File: config.mk
export PLATFORM = sky130hd
export DESIGN_NAME = pfm_monitor
export DESIGN_NICKNAME = d
export VERILOG_FILES = /design/src/hw/pfm_pkg.sv /design/src/hw/pfm_lpf.sv /design/src/hw/pfm_rms.sv /design/src/hw/pfm_monitor.sv
export SDC_FILE = /design/constraint.sdc
export NUM_CORES = 2
export LEC_CHECK = 0
export BUFFER_PORTS_ARGS = -buffer_cell sky130_fd_sc_hd__buf_2
export CORE_ASPECT_RATIO = 1.2
export CORE_MARGIN = 1
export CORE_UTILIZATION = 45
export DETAILED_ROUTE_END_ITERATION = 12
export SYNTH_ARGS = -nofsm -noshare
export SYNTH_HDL_FRONTEND = slang
export SYNTH_SLANG_ARGS = --single-unit
File: constraint.sdc
create_clock -name CLK -period 57.5 [get_ports CLK]
set_input_delay 2.875 -clock CLK [delete_from_list [all_inputs] [get_ports CLK]]
set_output_delay 2.875 -clock CLK [all_outputs]
set_load 0.01 [all_outputs]
File: src/hw/pfm_pkg.sv
// Shared constants, types and register map of the PFC fault monitor.
package pfm_pkg;

  // ----------------------------------------------------------------
  // Widths
  // ----------------------------------------------------------------
  localparam int DW    = 16;
  localparam int AW    = 8;
  localparam int SW    = 12;
  localparam int FLT_W = 6;
  localparam int IRQ_W = 3;

  // ----------------------------------------------------------------
  // Register offsets
  // ----------------------------------------------------------------
  localparam logic [AW-1:0] OFF_CTRL    = 8'h00;
  localparam logic [AW-1:0] OFF_STATE   = 8'h04;
  localparam logic [AW-1:0] OFF_FLAGS   = 8'h08;
  localparam logic [AW-1:0] OFF_ENABLE  = 8'h0C;
  localparam logic [AW-1:0] OFF_SWFLT   = 8'h10;
  localparam logic [AW-1:0] OFF_DC_RAW  = 8'h14;
  localparam logic [AW-1:0] OFF_DC_FILT = 8'h18;
  localparam logic [AW-1:0] OFF_AC_RMS  = 8'h1C;
  localparam logic [AW-1:0] OFF_DC_UV   = 8'h20;
  localparam logic [AW-1:0] OFF_DC_OV   = 8'h24;
  localparam logic [AW-1:0] OFF_AC_OV   = 8'h28;
  localparam logic [AW-1:0] OFF_AC_UV   = 8'h2C;
  localparam logic [AW-1:0] OFF_IRQ_STS = 8'h30;
  localparam logic [AW-1:0] OFF_IRQ_MSK = 8'h34;

  // ----------------------------------------------------------------
  // Field positions
  // ----------------------------------------------------------------
  localparam int CTL_RUN   = 0;
  localparam int CTL_CLEAR = 1;
  localparam int CTL_NOM60 = 2;
  localparam int FLT_DC_UV = 1;
  localparam int FLT_DC_OV = 2;
  localparam int FLT_FREQ  = 3;
  localparam int FLT_AC_UV = 4;
  localparam int FLT_AC_OV = 5;
  localparam int IRQ_FAULT = 0;
  localparam int IRQ_FLAG  = 1;
  localparam int IRQ_REJ   = 2;

  // ----------------------------------------------------------------
  // Unmaskable fault set and reset values
  // ----------------------------------------------------------------
  localparam logic [FLT_W-1:0] FLT_UNMASKABLE = 6'h08;
  localparam logic [FLT_W-1:0] RST_ENABLE     = 6'h36;
  localparam logic [SW-1:0]    RST_DC_UV      = 12'h200;
  localparam logic [SW-1:0]    RST_DC_OV      = 12'hE00;
  localparam logic [SW-1:0]    RST_AC_OV      = 12'h600;
  localparam logic [SW-1:0]    RST_AC_UV      = 12'h100;

  // ----------------------------------------------------------------
  // Timing
  // ----------------------------------------------------------------
  localparam int CLK_NS       = 100;
  localparam int SEQ_TICK_NS  = 1000000;
  localparam int SEQ_TICK_CYC = SEQ_TICK_NS / CLK_NS;
  localparam int NOM50_MIN_HZ = 45;
  localparam int NOM50_MAX_HZ = 55;
  localparam int NOM60_MIN_HZ = 55;
  localparam int NOM60_MAX_HZ = 65;

  // ----------------------------------------------------------------
  // Types
  // ----------------------------------------------------------------
  typedef enum logic [1:0] {ST_IDLE, ST_STOP, ST_RUN, ST_FAULT} pfm_state_t;

  typedef struct packed {
    logic [AW-1:0] addr;
    logic [DW-1:0] wdata;
    logic          wr;
    logic          rd;
  } pfm_bus_req_t;

  typedef struct packed {
    logic                 tick;
    logic [SW-1:0]        dc;
    logic signed [SW-1:0] ac;
  } pfm_sense_t;

endpackage : pfm_pkg

File: src/hw/pfm_lpf.sv
// First-order low-pass filter stepped once per PWM cycle.
module pfm_lpf #(
  parameter int W     = 12,
  parameter int SHIFT = 4
) (
  // Clock and reset
  input  wire logic         clk,
  input  wire logic         rst_n,
  // Samples
  input  wire logic         en,
  input  wire logic [W-1:0] raw,
  output logic      [W-1:0] filt
);

  logic [W+SHIFT-1:0] acc_q;
  logic [W+SHIFT-1:0] acc_d;

  always_comb
  begin
    acc_d = acc_q;
    if (en)
    begin
      acc_d = acc_q + (W+SHIFT)'(raw) - (acc_q >> SHIFT);
    end
  end

  always_ff @(posedge clk or negedge rst_n)
  begin
    if (!rst_n)
    begin
      acc_q <= '0;
    end
    else
    begin
      acc_q <= acc_d;
    end
  end

  assign filt = acc_q[W+SHIFT-1:SHIFT];

endmodule : pfm_lpf

File: src/hw/pfm_rms.sv
// Mean-square filter of the AC input with a square root at each update.
module pfm_rms #(
  parameter int W     = 12,
  parameter int SHIFT = 6
) (
  // Clock and reset
  input  wire logic                clk,
  input  wire logic                rst_n,
  // Samples and update
  input  wire logic                en,
  input  wire logic signed [W-1:0] ac,
  input  wire logic                upd,
  output logic             [W-1:0] rms
);

  logic [2*W+SHIFT-1:0] ms_q;
  logic [2*W+SHIFT-1:0] ms_d;
  logic [W-1:0]         rms_q;
  logic [W-1:0]         rms_d;
  logic [W-1:0]         mag;

  function automatic logic [W-1:0] isqrt(input logic [2*W-1:0] v);
    logic [W-1:0] r;
    logic [W-1:0] c;
    r = '0;
    for (int i = W - 1; i >= 0; i--)
    begin
      c = r | (W'(1) << i);
      if ({{W{1'b0}}, c} * {{W{1'b0}}, c} <= v)
      begin
        r = c;
      end
    end
    return r;
  endfunction : isqrt

  always_comb
  begin
    mag   = ac[W-1] ? W'(-ac) : W'(ac);
    ms_d  = ms_q;
    rms_d = rms_q;
    if (en)
    begin
      ms_d = ms_q + (2*W+SHIFT)'(mag * mag) - (ms_q >> SHIFT);
    end
    if (upd)
    begin
      rms_d = isqrt(ms_q[2*W+SHIFT-1:SHIFT]);
    end
  end

  always_ff @(posedge clk or negedge rst_n)
  begin
    if (!rst_n)
    begin
      ms_q  <= '0;
      rms_q <= '0;
    end
    else
    begin
      ms_q  <= ms_d;
      rms_q <= rms_d;
    end
  end

  assign rms = rms_q;

endmodule : pfm_rms

File: src/hw/pfm_monitor.sv
// PFC voltage and line frequency fault monitor with its sequencer.
// Behaviour
// RQ1 - Sample DC bus each PWM cycle; raw and filtered values readable separately.
// RQ2 - DC filter time constant follows PWM rate, stepped once per PWM cycle.
// RQ3 - Filtered DC below under-voltage threshold sets flag bit 1.
// RQ4 - Filtered DC above over-voltage threshold sets flag bit 2.
// RQ5 - Enabled maskable fault reaches software word, enters FAULT, stops PFC.
// RQ6 - Disabled maskable fault stays out of software word; sequencer unaffected.
// RQ7 - Writing clear once conditions are gone moves the sequencer to STOP.
// RQ8 - AC sampled each PWM cycle; RMS recomputed at every 1 ms update.
// RQ9 - AC RMS above over-voltage threshold sets flag bit 5, mask bit 5.
// RQ10 - AC RMS below under-voltage threshold sets flag bit 4, mask bit 4.
// RQ11 - Frequency limits 45 to 55 Hz at 50 Hz, 55 to 65 Hz at 60 Hz.
// RQ12 - Half cycle shorter than minimum at update sets unmaskable bit 3, FAULT.
// RQ13 - Half cycle counter past maximum before zero crossing sets bit 3, FAULT.
// RQ14 - PFC stops whenever the motor control section reports a fault.
// RQ15 - Sequencer steps once every 1 ms.
// RQ16 - Software issues run command 1 after a clear to restart the PFC.
// RQ17 - A clear while any fault condition persists is ignored; FAULT stays. Here only enabled or unmaskable conditions block the clear.
//
// The address map and strobed register access were chosen for this implementation.
module pfm_monitor #(
  parameter int SEQ_TICK_CYCLES = pfm_pkg::SEQ_TICK_CYC,
  parameter int PWM_HZ          = 20000,
  parameter int LPF_SHIFT       = 4,
  parameter int RMS_SHIFT       = 6,
  parameter int CNT_W           = 16
) (
  // Clock and reset
  input  wire logic                  CLK,
  input  wire logic                  RESETN,
  // Register port
  input  wire pfm_pkg::pfm_bus_req_t BUS,
  output logic [pfm_pkg::DW-1:0]     RDATA,
  // Sensing and motor status
  input  wire pfm_pkg::pfm_sense_t   SENSE,
  input  wire logic                  MOTOR_FAULT,
  // Control outputs
  output logic                       PFC_RUN,
  output logic                       IRQ
);

  // ----------------------------------------------------------------
  // Limits
  // ----------------------------------------------------------------
  localparam logic [CNT_W-1:0] MIN50 = CNT_W'(PWM_HZ / (2 * pfm_pkg::NOM50_MAX_HZ));
  localparam logic [CNT_W-1:0] MAX50 = CNT_W'(PWM_HZ / (2 * pfm_pkg::NOM50_MIN_HZ));
  localparam logic [CNT_W-1:0] MIN60 = CNT_W'(PWM_HZ / (2 * pfm_pkg::NOM60_MAX_HZ));
  localparam logic [CNT_W-1:0] MAX60 = CNT_W'(PWM_HZ / (2 * pfm_pkg::NOM60_MIN_HZ));
  localparam int TW = $clog2(SEQ_TICK_CYCLES + 1);

  logic [TW-1:0]              tick_cnt_q;
  logic [TW-1:0]              tick_cnt_d;
  logic                       seq_tick;
  logic [pfm_pkg::SW-1:0]     dc_raw_q;
  logic [pfm_pkg::SW-1:0]     dc_raw_d;
  logic [pfm_pkg::SW-1:0]     dc_bus_filtered;
  logic [pfm_pkg::SW-1:0]     ac_rms;
  logic                       sign_q;
  logic                       sign_d;
  logic                       zc_seen_q;
  logic                       zc_seen_d;
  logic                       primed_q;
  logic                       primed_d;
  logic [CNT_W-1:0]           half_cnt_q;
  logic [CNT_W-1:0]           half_cnt_d;
  logic [CNT_W-1:0]           half_len_q;
  logic [CNT_W-1:0]           half_len_d;
  logic                       short_q;
  logic                       short_d;
  logic [CNT_W-1:0]           half_min;
  logic [CNT_W-1:0]           half_max;
  logic                       crossing;
  logic [pfm_pkg::FLT_W-1:0]  cond;
  logic [pfm_pkg::FLT_W-1:0]  gate;
  pfm_pkg::pfm_state_t        state_q;
  pfm_pkg::pfm_state_t        state_d;
  logic [pfm_pkg::FLT_W-1:0]  fault_flag_word_q;
  logic [pfm_pkg::FLT_W-1:0]  fault_flag_word_d;
  logic [pfm_pkg::FLT_W-1:0]  fault_enable_mask_q;
  logic [pfm_pkg::FLT_W-1:0]  fault_enable_mask_d;
  logic [pfm_pkg::FLT_W-1:0]  software_fault_word_q;
  logic [pfm_pkg::FLT_W-1:0]  software_fault_word_d;
  logic                       run_command_q;
  logic                       run_command_d;
  logic                       fault_clear_request_q;
  logic                       fault_clear_request_d;
  logic                       nom60_q;
  logic                       nom60_d;
  logic [pfm_pkg::SW-1:0]     dc_under_voltage_threshold_q;
  logic [pfm_pkg::SW-1:0]     dc_under_voltage_threshold_d;
  logic [pfm_pkg::SW-1:0]     dc_over_voltage_threshold_q;
  logic [pfm_pkg::SW-1:0]     dc_over_voltage_threshold_d;
  logic [pfm_pkg::SW-1:0]     ac_over_voltage_threshold_q;
  logic [pfm_pkg::SW-1:0]     ac_over_voltage_threshold_d;
  logic [pfm_pkg::SW-1:0]     ac_under_voltage_threshold_q;
  logic [pfm_pkg::SW-1:0]     ac_under_voltage_threshold_d;
  logic [pfm_pkg::IRQ_W-1:0]  irq_sts_q;
  logic [pfm_pkg::IRQ_W-1:0]  irq_sts_d;
  logic [pfm_pkg::IRQ_W-1:0]  irq_msk_q;
  logic [pfm_pkg::IRQ_W-1:0]  irq_msk_d;
  logic [pfm_pkg::IRQ_W-1:0]  irq_ev;
  logic [pfm_pkg::DW-1:0]     rdata_d;
  logic                       run_d;
  logic                       irq_d;

  // ----------------------------------------------------------------
  // Filters
  // ----------------------------------------------------------------
  // RQ2 filter per PWM
  pfm_lpf #(.W(pfm_pkg::SW), .SHIFT(LPF_SHIFT)) u_lpf (
    .clk   (CLK),
    .rst_n (RESETN),
    .en    (SENSE.tick),
    .raw   (SENSE.dc),
    .filt  (dc_bus_filtered)
  );

  // RQ8 RMS per update
  pfm_rms #(.W(pfm_pkg::SW), .SHIFT(RMS_SHIFT)) u_rms (
    .clk   (CLK),
    .rst_n (RESETN),
    .en    (SENSE.tick),
    .ac    (SENSE.ac),
    .upd   (seq_tick),
    .rms   (ac_rms)
  );

  // ----------------------------------------------------------------
  // Tick and line frequency
  // ----------------------------------------------------------------
  always_comb
  begin
    // RQ15 one ms tick
    seq_tick   = (tick_cnt_q == TW'(SEQ_TICK_CYCLES - 1));
    tick_cnt_d = seq_tick ? '0 : tick_cnt_q + TW'(1);
    // RQ1 raw DC sample
    dc_raw_d   = SENSE.tick ? SENSE.dc : dc_raw_q;
    // RQ11 limits by nominal
    half_min   = nom60_q ? MIN60 : MIN50;
    half_max   = nom60_q ? MAX60 : MAX50;
    // The first sample only primes the sign, so reset cannot fake a crossing.
    primed_d   = primed_q | SENSE.tick;
    crossing   = SENSE.tick && primed_q && (~SENSE.ac[pfm_pkg::SW-1] != sign_q);
    sign_d     = SENSE.tick ? ~SENSE.ac[pfm_pkg::SW-1] : sign_q;
    zc_seen_d  = zc_seen_q | crossing;
    half_len_d = (crossing && zc_seen_q) ? half_cnt_q : half_len_q;
    half_cnt_d = half_cnt_q;
    if (crossing)
    begin
      half_cnt_d = '0;
    end
    else if (SENSE.tick && (half_cnt_q != '1))
    begin
      half_cnt_d = half_cnt_q + CNT_W'(1);
    end
    // RQ12 minimum at update
    short_d = seq_tick ? (half_len_q < half_min) : short_q;
  end

  always_ff @(posedge CLK or negedge RESETN)
  begin
    if (!RESETN)
    begin
      tick_cnt_q <= '0;
      dc_raw_q   <= '0;
      sign_q     <= 1'b0;
      zc_seen_q  <= 1'b0;
      primed_q   <= 1'b0;
      half_cnt_q <= '0;
      half_len_q <= '1;
      short_q    <= 1'b0;
    end
    else
    begin
      tick_cnt_q <= tick_cnt_d;
      dc_raw_q   <= dc_raw_d;
      sign_q     <= sign_d;
      zc_seen_q  <= zc_seen_d;
      primed_q   <= primed_d;
      half_cnt_q <= half_cnt_d;
      half_len_q <= half_len_d;
      short_q    <= short_d;
    end
  end

  // ----------------------------------------------------------------
  // Faults, sequencer and registers
  // ----------------------------------------------------------------
  always_comb
  begin
    cond = '0;
    // RQ3 DC under-voltage
    cond[pfm_pkg::FLT_DC_UV] = dc_bus_filtered < dc_under_voltage_threshold_q;
    // RQ4 DC over-voltage
    cond[pfm_pkg::FLT_DC_OV] = dc_bus_filtered > dc_over_voltage_threshold_q;
    // RQ13 maximum half cycle
    cond[pfm_pkg::FLT_FREQ]  = short_q || (half_cnt_q > half_max);
    // RQ10 AC under-voltage
    cond[pfm_pkg::FLT_AC_UV] = ac_rms < ac_under_voltage_threshold_q;
    // RQ9 AC over-voltage
    cond[pfm_pkg::FLT_AC_OV] = ac_rms > ac_over_voltage_threshold_q;
    gate = fault_enable_mask_q | pfm_pkg::FLT_UNMASKABLE;

    fault_flag_word_d            = fault_flag_word_q | cond;
    fault_enable_mask_d          = fault_enable_mask_q;
    run_command_d                = run_command_q;
    fault_clear_request_d        = fault_clear_request_q;
    nom60_d                      = nom60_q;
    dc_under_voltage_threshold_d = dc_under_voltage_threshold_q;
    dc_over_voltage_threshold_d  = dc_over_voltage_threshold_q;
    ac_over_voltage_threshold_d  = ac_over_voltage_threshold_q;
    ac_under_voltage_threshold_d = ac_under_voltage_threshold_q;
    irq_msk_d                    = irq_msk_q;
    state_d                      = state_q;
    irq_ev                       = '0;
    irq_ev[pfm_pkg::IRQ_FLAG]    = |(cond & ~fault_flag_word_q);

    if (BUS.wr)
    begin
      case (BUS.addr)
        pfm_pkg::OFF_CTRL:
        begin
          run_command_d         = BUS.wdata[pfm_pkg::CTL_RUN];
          nom60_d               = BUS.wdata[pfm_pkg::CTL_NOM60];
          fault_clear_request_d = fault_clear_request_q | BUS.wdata[pfm_pkg::CTL_CLEAR];
        end
        pfm_pkg::OFF_ENABLE:  fault_enable_mask_d = BUS.wdata[pfm_pkg::FLT_W-1:0];
        pfm_pkg::OFF_DC_UV:   dc_under_voltage_threshold_d = BUS.wdata[pfm_pkg::SW-1:0];
        pfm_pkg::OFF_DC_OV:   dc_over_voltage_threshold_d = BUS.wdata[pfm_pkg::SW-1:0];
        pfm_pkg::OFF_AC_OV:   ac_over_voltage_threshold_d = BUS.wdata[pfm_pkg::SW-1:0];
        pfm_pkg::OFF_AC_UV:   ac_under_voltage_threshold_d = BUS.wdata[pfm_pkg::SW-1:0];
        pfm_pkg::OFF_IRQ_MSK: irq_msk_d = BUS.wdata[pfm_pkg::IRQ_W-1:0];
        default:              irq_msk_d = irq_msk_q;
      endcase
    end

    if (seq_tick)
    begin
      fault_clear_request_d = BUS.wr && (BUS.addr == pfm_pkg::OFF_CTRL)
                              && BUS.wdata[pfm_pkg::CTL_CLEAR];
      // RQ5 enabled fault enters FAULT
      if (|software_fault_word_q && (state_q != pfm_pkg::ST_FAULT))
      begin
        state_d                    = pfm_pkg::ST_FAULT;
        run_command_d              = 1'b0;
        irq_ev[pfm_pkg::IRQ_FAULT] = 1'b1;
      end
      else
      begin
        case (state_q)
          pfm_pkg::ST_IDLE: state_d = pfm_pkg::ST_STOP;
          // RQ16 run command restarts
          pfm_pkg::ST_STOP: state_d = run_command_q ? pfm_pkg::ST_RUN : pfm_pkg::ST_STOP;
          pfm_pkg::ST_RUN:  state_d = run_command_q ? pfm_pkg::ST_RUN : pfm_pkg::ST_STOP;
          pfm_pkg::ST_FAULT:
          begin
            if (fault_clear_request_q)
            begin
              // RQ7 successful clear
              if (!(|(cond & gate)))
              begin
                state_d           = pfm_pkg::ST_STOP;
                fault_flag_word_d = cond;
              end
              // RQ17 clear ignored
              else
              begin
                irq_ev[pfm_pkg::IRQ_REJ] = 1'b1;
              end
            end
          end
          default: state_d = pfm_pkg::ST_IDLE;
        endcase
      end
    end

    // RQ6 mask gates software word
    software_fault_word_d = fault_flag_word_d & gate;
    irq_sts_d = irq_sts_q | irq_ev;
    if (BUS.wr && (BUS.addr == pfm_pkg::OFF_IRQ_STS))
    begin
      irq_sts_d = (irq_sts_q & ~BUS.wdata[pfm_pkg::IRQ_W-1:0]) | irq_ev;
    end
    irq_d = |(irq_sts_d & irq_msk_d);
    // RQ14 motor fault stops PFC
    run_d = (state_d == pfm_pkg::ST_RUN) && !MOTOR_FAULT;

    rdata_d = '0;
    if (BUS.rd)
    begin
      case (BUS.addr)
        pfm_pkg::OFF_CTRL:    rdata_d = pfm_pkg::DW'({nom60_q, fault_clear_request_q,
                                                      run_command_q});
        pfm_pkg::OFF_STATE:   rdata_d = pfm_pkg::DW'(state_q);
        pfm_pkg::OFF_FLAGS:   rdata_d = pfm_pkg::DW'(fault_flag_word_q);
        pfm_pkg::OFF_ENABLE:  rdata_d = pfm_pkg::DW'(fault_enable_mask_q);
        pfm_pkg::OFF_SWFLT:   rdata_d = pfm_pkg::DW'(software_fault_word_q);
        pfm_pkg::OFF_DC_RAW:  rdata_d = pfm_pkg::DW'(dc_raw_q);
        pfm_pkg::OFF_DC_FILT: rdata_d = pfm_pkg::DW'(dc_bus_filtered);
        pfm_pkg::OFF_AC_RMS:  rdata_d = pfm_pkg::DW'(ac_rms);
        pfm_pkg::OFF_DC_UV:   rdata_d = pfm_pkg::DW'(dc_under_voltage_threshold_q);
        pfm_pkg::OFF_DC_OV:   rdata_d = pfm_pkg::DW'(dc_over_voltage_threshold_q);
        pfm_pkg::OFF_AC_OV:   rdata_d = pfm_pkg::DW'(ac_over_voltage_threshold_q);
        pfm_pkg::OFF_AC_UV:   rdata_d = pfm_pkg::DW'(ac_under_voltage_threshold_q);
        pfm_pkg::OFF_IRQ_STS: rdata_d = pfm_pkg::DW'(irq_sts_q);
        pfm_pkg::OFF_IRQ_MSK: rdata_d = pfm_pkg::DW'(irq_msk_q);
        default:              rdata_d = '0;
      endcase
    end
  end

  always_ff @(posedge CLK or negedge RESETN)
  begin
    if (!RESETN)
    begin
      state_q                      <= pfm_pkg::ST_IDLE;
      fault_flag_word_q            <= '0;
      fault_enable_mask_q          <= pfm_pkg::RST_ENABLE;
      software_fault_word_q        <= '0;
      run_command_q                <= 1'b0;
      fault_clear_request_q        <= 1'b0;
      nom60_q                      <= 1'b0;
      dc_under_voltage_threshold_q <= pfm_pkg::RST_DC_UV;
      dc_over_voltage_threshold_q  <= pfm_pkg::RST_DC_OV;
      ac_over_voltage_threshold_q  <= pfm_pkg::RST_AC_OV;
      ac_under_voltage_threshold_q <= pfm_pkg::RST_AC_UV;
      irq_sts_q                    <= '0;
      irq_msk_q                    <= '0;
      RDATA                        <= '0;
      PFC_RUN                      <= 1'b0;
      IRQ                          <= 1'b0;
    end
    else
    begin
      state_q                      <= state_d;
      fault_flag_word_q            <= fault_flag_word_d;
      fault_enable_mask_q          <= fault_enable_mask_d;
      software_fault_word_q        <= software_fault_word_d;
      run_command_q                <= run_command_d;
      fault_clear_request_q        <= fault_clear_request_d;
      nom60_q                      <= nom60_d;
      dc_under_voltage_threshold_q <= dc_under_voltage_threshold_d;
      dc_over_voltage_threshold_q  <= dc_over_voltage_threshold_d;
      ac_over_voltage_threshold_q  <= ac_over_voltage_threshold_d;
      ac_under_voltage_threshold_q <= ac_under_voltage_threshold_d;
      irq_sts_q                    <= irq_sts_d;
      irq_msk_q                    <= irq_msk_d;
      RDATA                        <= rdata_d;
      PFC_RUN                      <= run_d;
      IRQ                          <= irq_d;
    end
  end
endmodule : pfm_monitor

==> reports/results.md <==
• **unrepaired setup endpoints after global routing** false
• **row cnt** 106
• **setup TNS** 0 ps
• **TritonCTS clock tree** yes
• **count of state elements after synthesis** 210
• **I/O pin cnt** 72
• **via count of the first global-routing pass** 24548
• **max-slew violation count** 0
• **synthesized netlist cell count** 3377
• **CP max stage cell** sky130_fd_sc_hd__fa_1
• **vias per cell** 5.33
• **fraction of post-synthesis cell area in the top cell type by area** 22.5%
• **top cells by area in the synthesized netlist** sky130_fd_sc_hd__ha_1 23%, sky130_fd_sc_hd__fa_1 21%, sky130_fd_sc_hd__dfrtp_1 14%
• **clock-pin slew on the worst setup and hold paths** 60 ps
• **Finish-stage setup viols** 0
• **count of flip-flops with a built-in enable after synthesis** 0
• **Initial Utilization** 45.5%
• **Clock Sink Count** 210
• **Synth async-reset ratio** 100%
• **CTS max path bufs** 3
• **number of clock buffers inserted by TritonCTS** 24
• **critical setup path kind** flip-flop to flip-flop
• **pin count of the biggest net entering global routing** 78
• **transition at the pin with the smallest max-transition slack** 1080 ps
• **most numerous cell on the critical path** sky130_fd_sc_hd__ha_1
• **Tcrit/Tclk final** 93.3%
• **max capacitance violation total** 0
• **Post-CTS Setup Bufs** 0
• **yosys warns** 0
• **GR Util All Layers** 22.9%
• **Final Hold Vio Count** 0
• **buffering stage count on the worst path with inverters included** 30
• **DRC Markers** 0
• **final estimated routing congestion in global placement** 0.911
• **number of stages on the worst hold path** 1
• **share of the yosys chip area belonging to registers** 16.7%
• **average cell area after synthesis** 9.39 um2
• **setup slack on the worst flop-to-flop path** 3840 ps
• **number of cells traversed by the worst register-to-register path** 237
• **die footprint** 71500 um2
• **number of vias in the routed layout** 23515
• **CTS resizes** 0
• **net count reported at finish** 4437
• **top cell type by total area after synthesis** sky130_fd_sc_hd__ha_1
• **achievable frequency** 18.6 MHz
• **count of routing violations after the opening detailed-route iteration** 1029
• **global-route wire length before repair** 129000 um
• **number of antenna violations at the first check in global routing** 4
• **critical path's top delay family** adder cells
• **quantity of hold-fixing buffers added after cts** 0
• **floorplan core area** 69600 um2
• **diode insertion count for antenna repair** 0
• **cell area after layout** 34200 um2
• **Data required, critical path** 57950 ps
• **Min-Delay Path Class** flip-flop to flip-flop
• **number of input and output port buffers inserted** 63
• **status** finished, final reports clean
• **Critical Path Sink Type** flip-flop
• **biggest cell delay along the critical path** 640 ps
• **mapped cell area** 31700 um2
• **cell at the root of the clock tree** sky130_fd_sc_hd__clkbuf_16
• **total global routing overflow** 0
• **chip width** 244 um
• **placed wire-length estimate after detailed placement** 65900 um
• **maximum fanout count along the critical path** 10
• **floorplan die height** 293 um
• **average detailed-routed wire length per instance** 18.1 um
• **post-detailed-routing wire length** 79600 um
• **number of different library cells in the post-synthesis netlist** 79
• **Worst Clk Skew** 31.0 ps
• **clock network latency to the later pin of the worst-skew pair** 550 ps
• **fraction of layout cells with a size suffix above 1** 8.79%
• **logic depth of the worst path, buffers included** 237
• **depth of the CTS H-tree** 1
• **Detail Route Antenna Nets** 0
• **area growth from synthesis to final layout** 7.93%
• **minimum clock period after layout** 53660 ps
• **area of placed instances** 33400 um2
• **type of element launching the critical path** flip-flop
• **Arrival @ worst endpoint** 54110 ps
• **slew margin rel.** 27.9%
• **1st-pass router iterations** 6
• **Synth Flop Type** sky130_fd_sc_hd__dfrtp_1
-- metal layers --
| layer | wire, um | vias to the layer above | track usage [%] | part of all wire, % |
|---|---|---|---|---|
| li1 | - | 11435 | - | - |
| met1 | 31400 | 11524 | 26.3 | 39 |
| met2 | 42600 | 427 | 44.1 | 53 |
| met3 | 2890 | 129 | 1.91 | 3.6 |
| met4 | 2810 | 0 | 7.62 | 3.5 |
| met5 | 0 | - | 0 | 0 |
-- final timing paths --
path	endpoint	from
worst max-delay path	u_rms.rms[0]$_DFFE_PN0N_	u_rms.ms_q[6]$_DFFE_PN0P_
worst min-delay path	primed_q$_DFF_PN0_	primed_q$_DFF_PN0_
worst max register to register	u_rms.rms[0]$_DFFE_PN0N_	u_rms.ms_q[6]$_DFFE_PN0P_
worst min register to register	primed_q$_DFF_PN0_	primed_q$_DFF_PN0_
max in group asynchronous	fault_flag_word_q[4]$_DFF_PN0_	RESETN
min in group asynchronous	u_lpf.acc_q[6]$_DFFE_PN0P_	RESETN
-- registers in the layout, indices dropped and copies added (netlist names), 14 cells and up --
name,count
half_len_q,16
tick_cnt_q,14
u_rms.ms_q,30
u_lpf.acc_q,16
half_cnt_q,16
-- worst register-to-register path, delay by kind of cell, from the launching register on --
kind	cells	cell delay, ps
AOI/OAI and AO/OA	76	13570
xor gates and xnor gates	15	2390
adders and majority gates	70	26240
buffers and inverters	30	3160
DFF	1	450
and+or+nand+nor	46	7770
-- cells in the mapped netlist (12+ instances only) --
library cell and count:
sky130_fd_sc_hd__xnor2_1 142, sky130_fd_sc_hd__mux2_2 92, sky130_fd_sc_hd__nand2b_1 20, sky130_fd_sc_hd__nand4_1 42, sky130_fd_sc_hd__ha_1 570, sky130_fd_sc_hd__nand2_1 182, sky130_fd_sc_hd__fa_1 338, sky130_fd_sc_hd__dfrtp_1 183
sky130_fd_sc_hd__nor2b_1 21, sky130_fd_sc_hd__o21ai_0 125, sky130_fd_sc_hd__and3_1 17, sky130_fd_sc_hd__a22oi_1 23, sky130_fd_sc_hd__a21o_1 94, sky130_fd_sc_hd__o21a_1 27, sky130_fd_sc_hd__inv_1 654, sky130_fd_sc_hd__a211oi_1 17
sky130_fd_sc_hd__a21oi_1 143, sky130_fd_sc_hd__or2_2 19, sky130_fd_sc_hd__or3_1 16, sky130_fd_sc_hd__nor2_1 196, sky130_fd_sc_hd__and2_1 23, sky130_fd_sc_hd__clkbuf_1 41, sky130_fd_sc_hd__a22o_1 12, sky130_fd_sc_hd__nor3_1 25
sky130_fd_sc_hd__dfstp_2 27, sky130_fd_sc_hd__a31oi_1 24, sky130_fd_sc_hd__nand3_1 57, sky130_fd_sc_hd__a221oi_1 17, sky130_fd_sc_hd__o21bai_1 29, sky130_fd_sc_hd__xor2_1 55
-- area by class of cell --
type                    instances  area (um2)
fillers                      6725       35400
multi-input cells            2464       23800
flip-flops and latches        210        5290
inverters                     664        2490
well taps                     918        1150
clock buffers                  33         696
repair buffers                111         688
clock inverters                10         111
-- kinds of logic (layout without fill, tap and decap cells) --
logic type / Yosys count / after routing / share of synthesized area [%]
buf+inv: 716 / 818 / 8.56
other cells: 2 / 15 / 0.0237
flops: 210 / 210 / 16.7
mux: 100 / 100 / 3.52
xor+xnor: 198 / 198 / 5.50
compound gates: 590 / 590 / 12.1
simple gates: 653 / 653 / 9.73
fa+ha+maj: 908 / 908 / 43.8
-- placed cells by master, fill, tap and decap left out, types with 55 or more instances in the layout --
cell                      Yosys  layout
sky130_fd_sc_hd__inv_1      654     654
sky130_fd_sc_hd__ha_1       570     570
sky130_fd_sc_hd__fa_1       338     338
sky130_fd_sc_hd__nor2_1     196     196
sky130_fd_sc_hd__dfrtp_1    183     183
sky130_fd_sc_hd__nand2_1    182     182
sky130_fd_sc_hd__a21oi_1    143     142
sky130_fd_sc_hd__xnor2_1    142     142
sky130_fd_sc_hd__o21ai_0    125     123
sky130_fd_sc_hd__a21o_1      94      94
sky130_fd_sc_hd__mux2_2      92      92
sky130_fd_sc_hd__buf_2        0      61
sky130_fd_sc_hd__nand3_1     57      57
sky130_fd_sc_hd__xor2_1      55      55
-- stage by stage --
stage	worst slack, ps	instances	hold slack, ps	util [%]
floorplan	6600	3390	428	-
global placement	3200	4367	446	47.9
detailed placement	2800	4367	452	47.9
CTS	2630	4410	466	49.1
global route	19.4	4410	471	49.1
finish	3840	4410	462	49.1
Power is left out: the tool's default activity adds up to more than one toggle a clock period on the data nets, which glitch-free logic cannot reach.
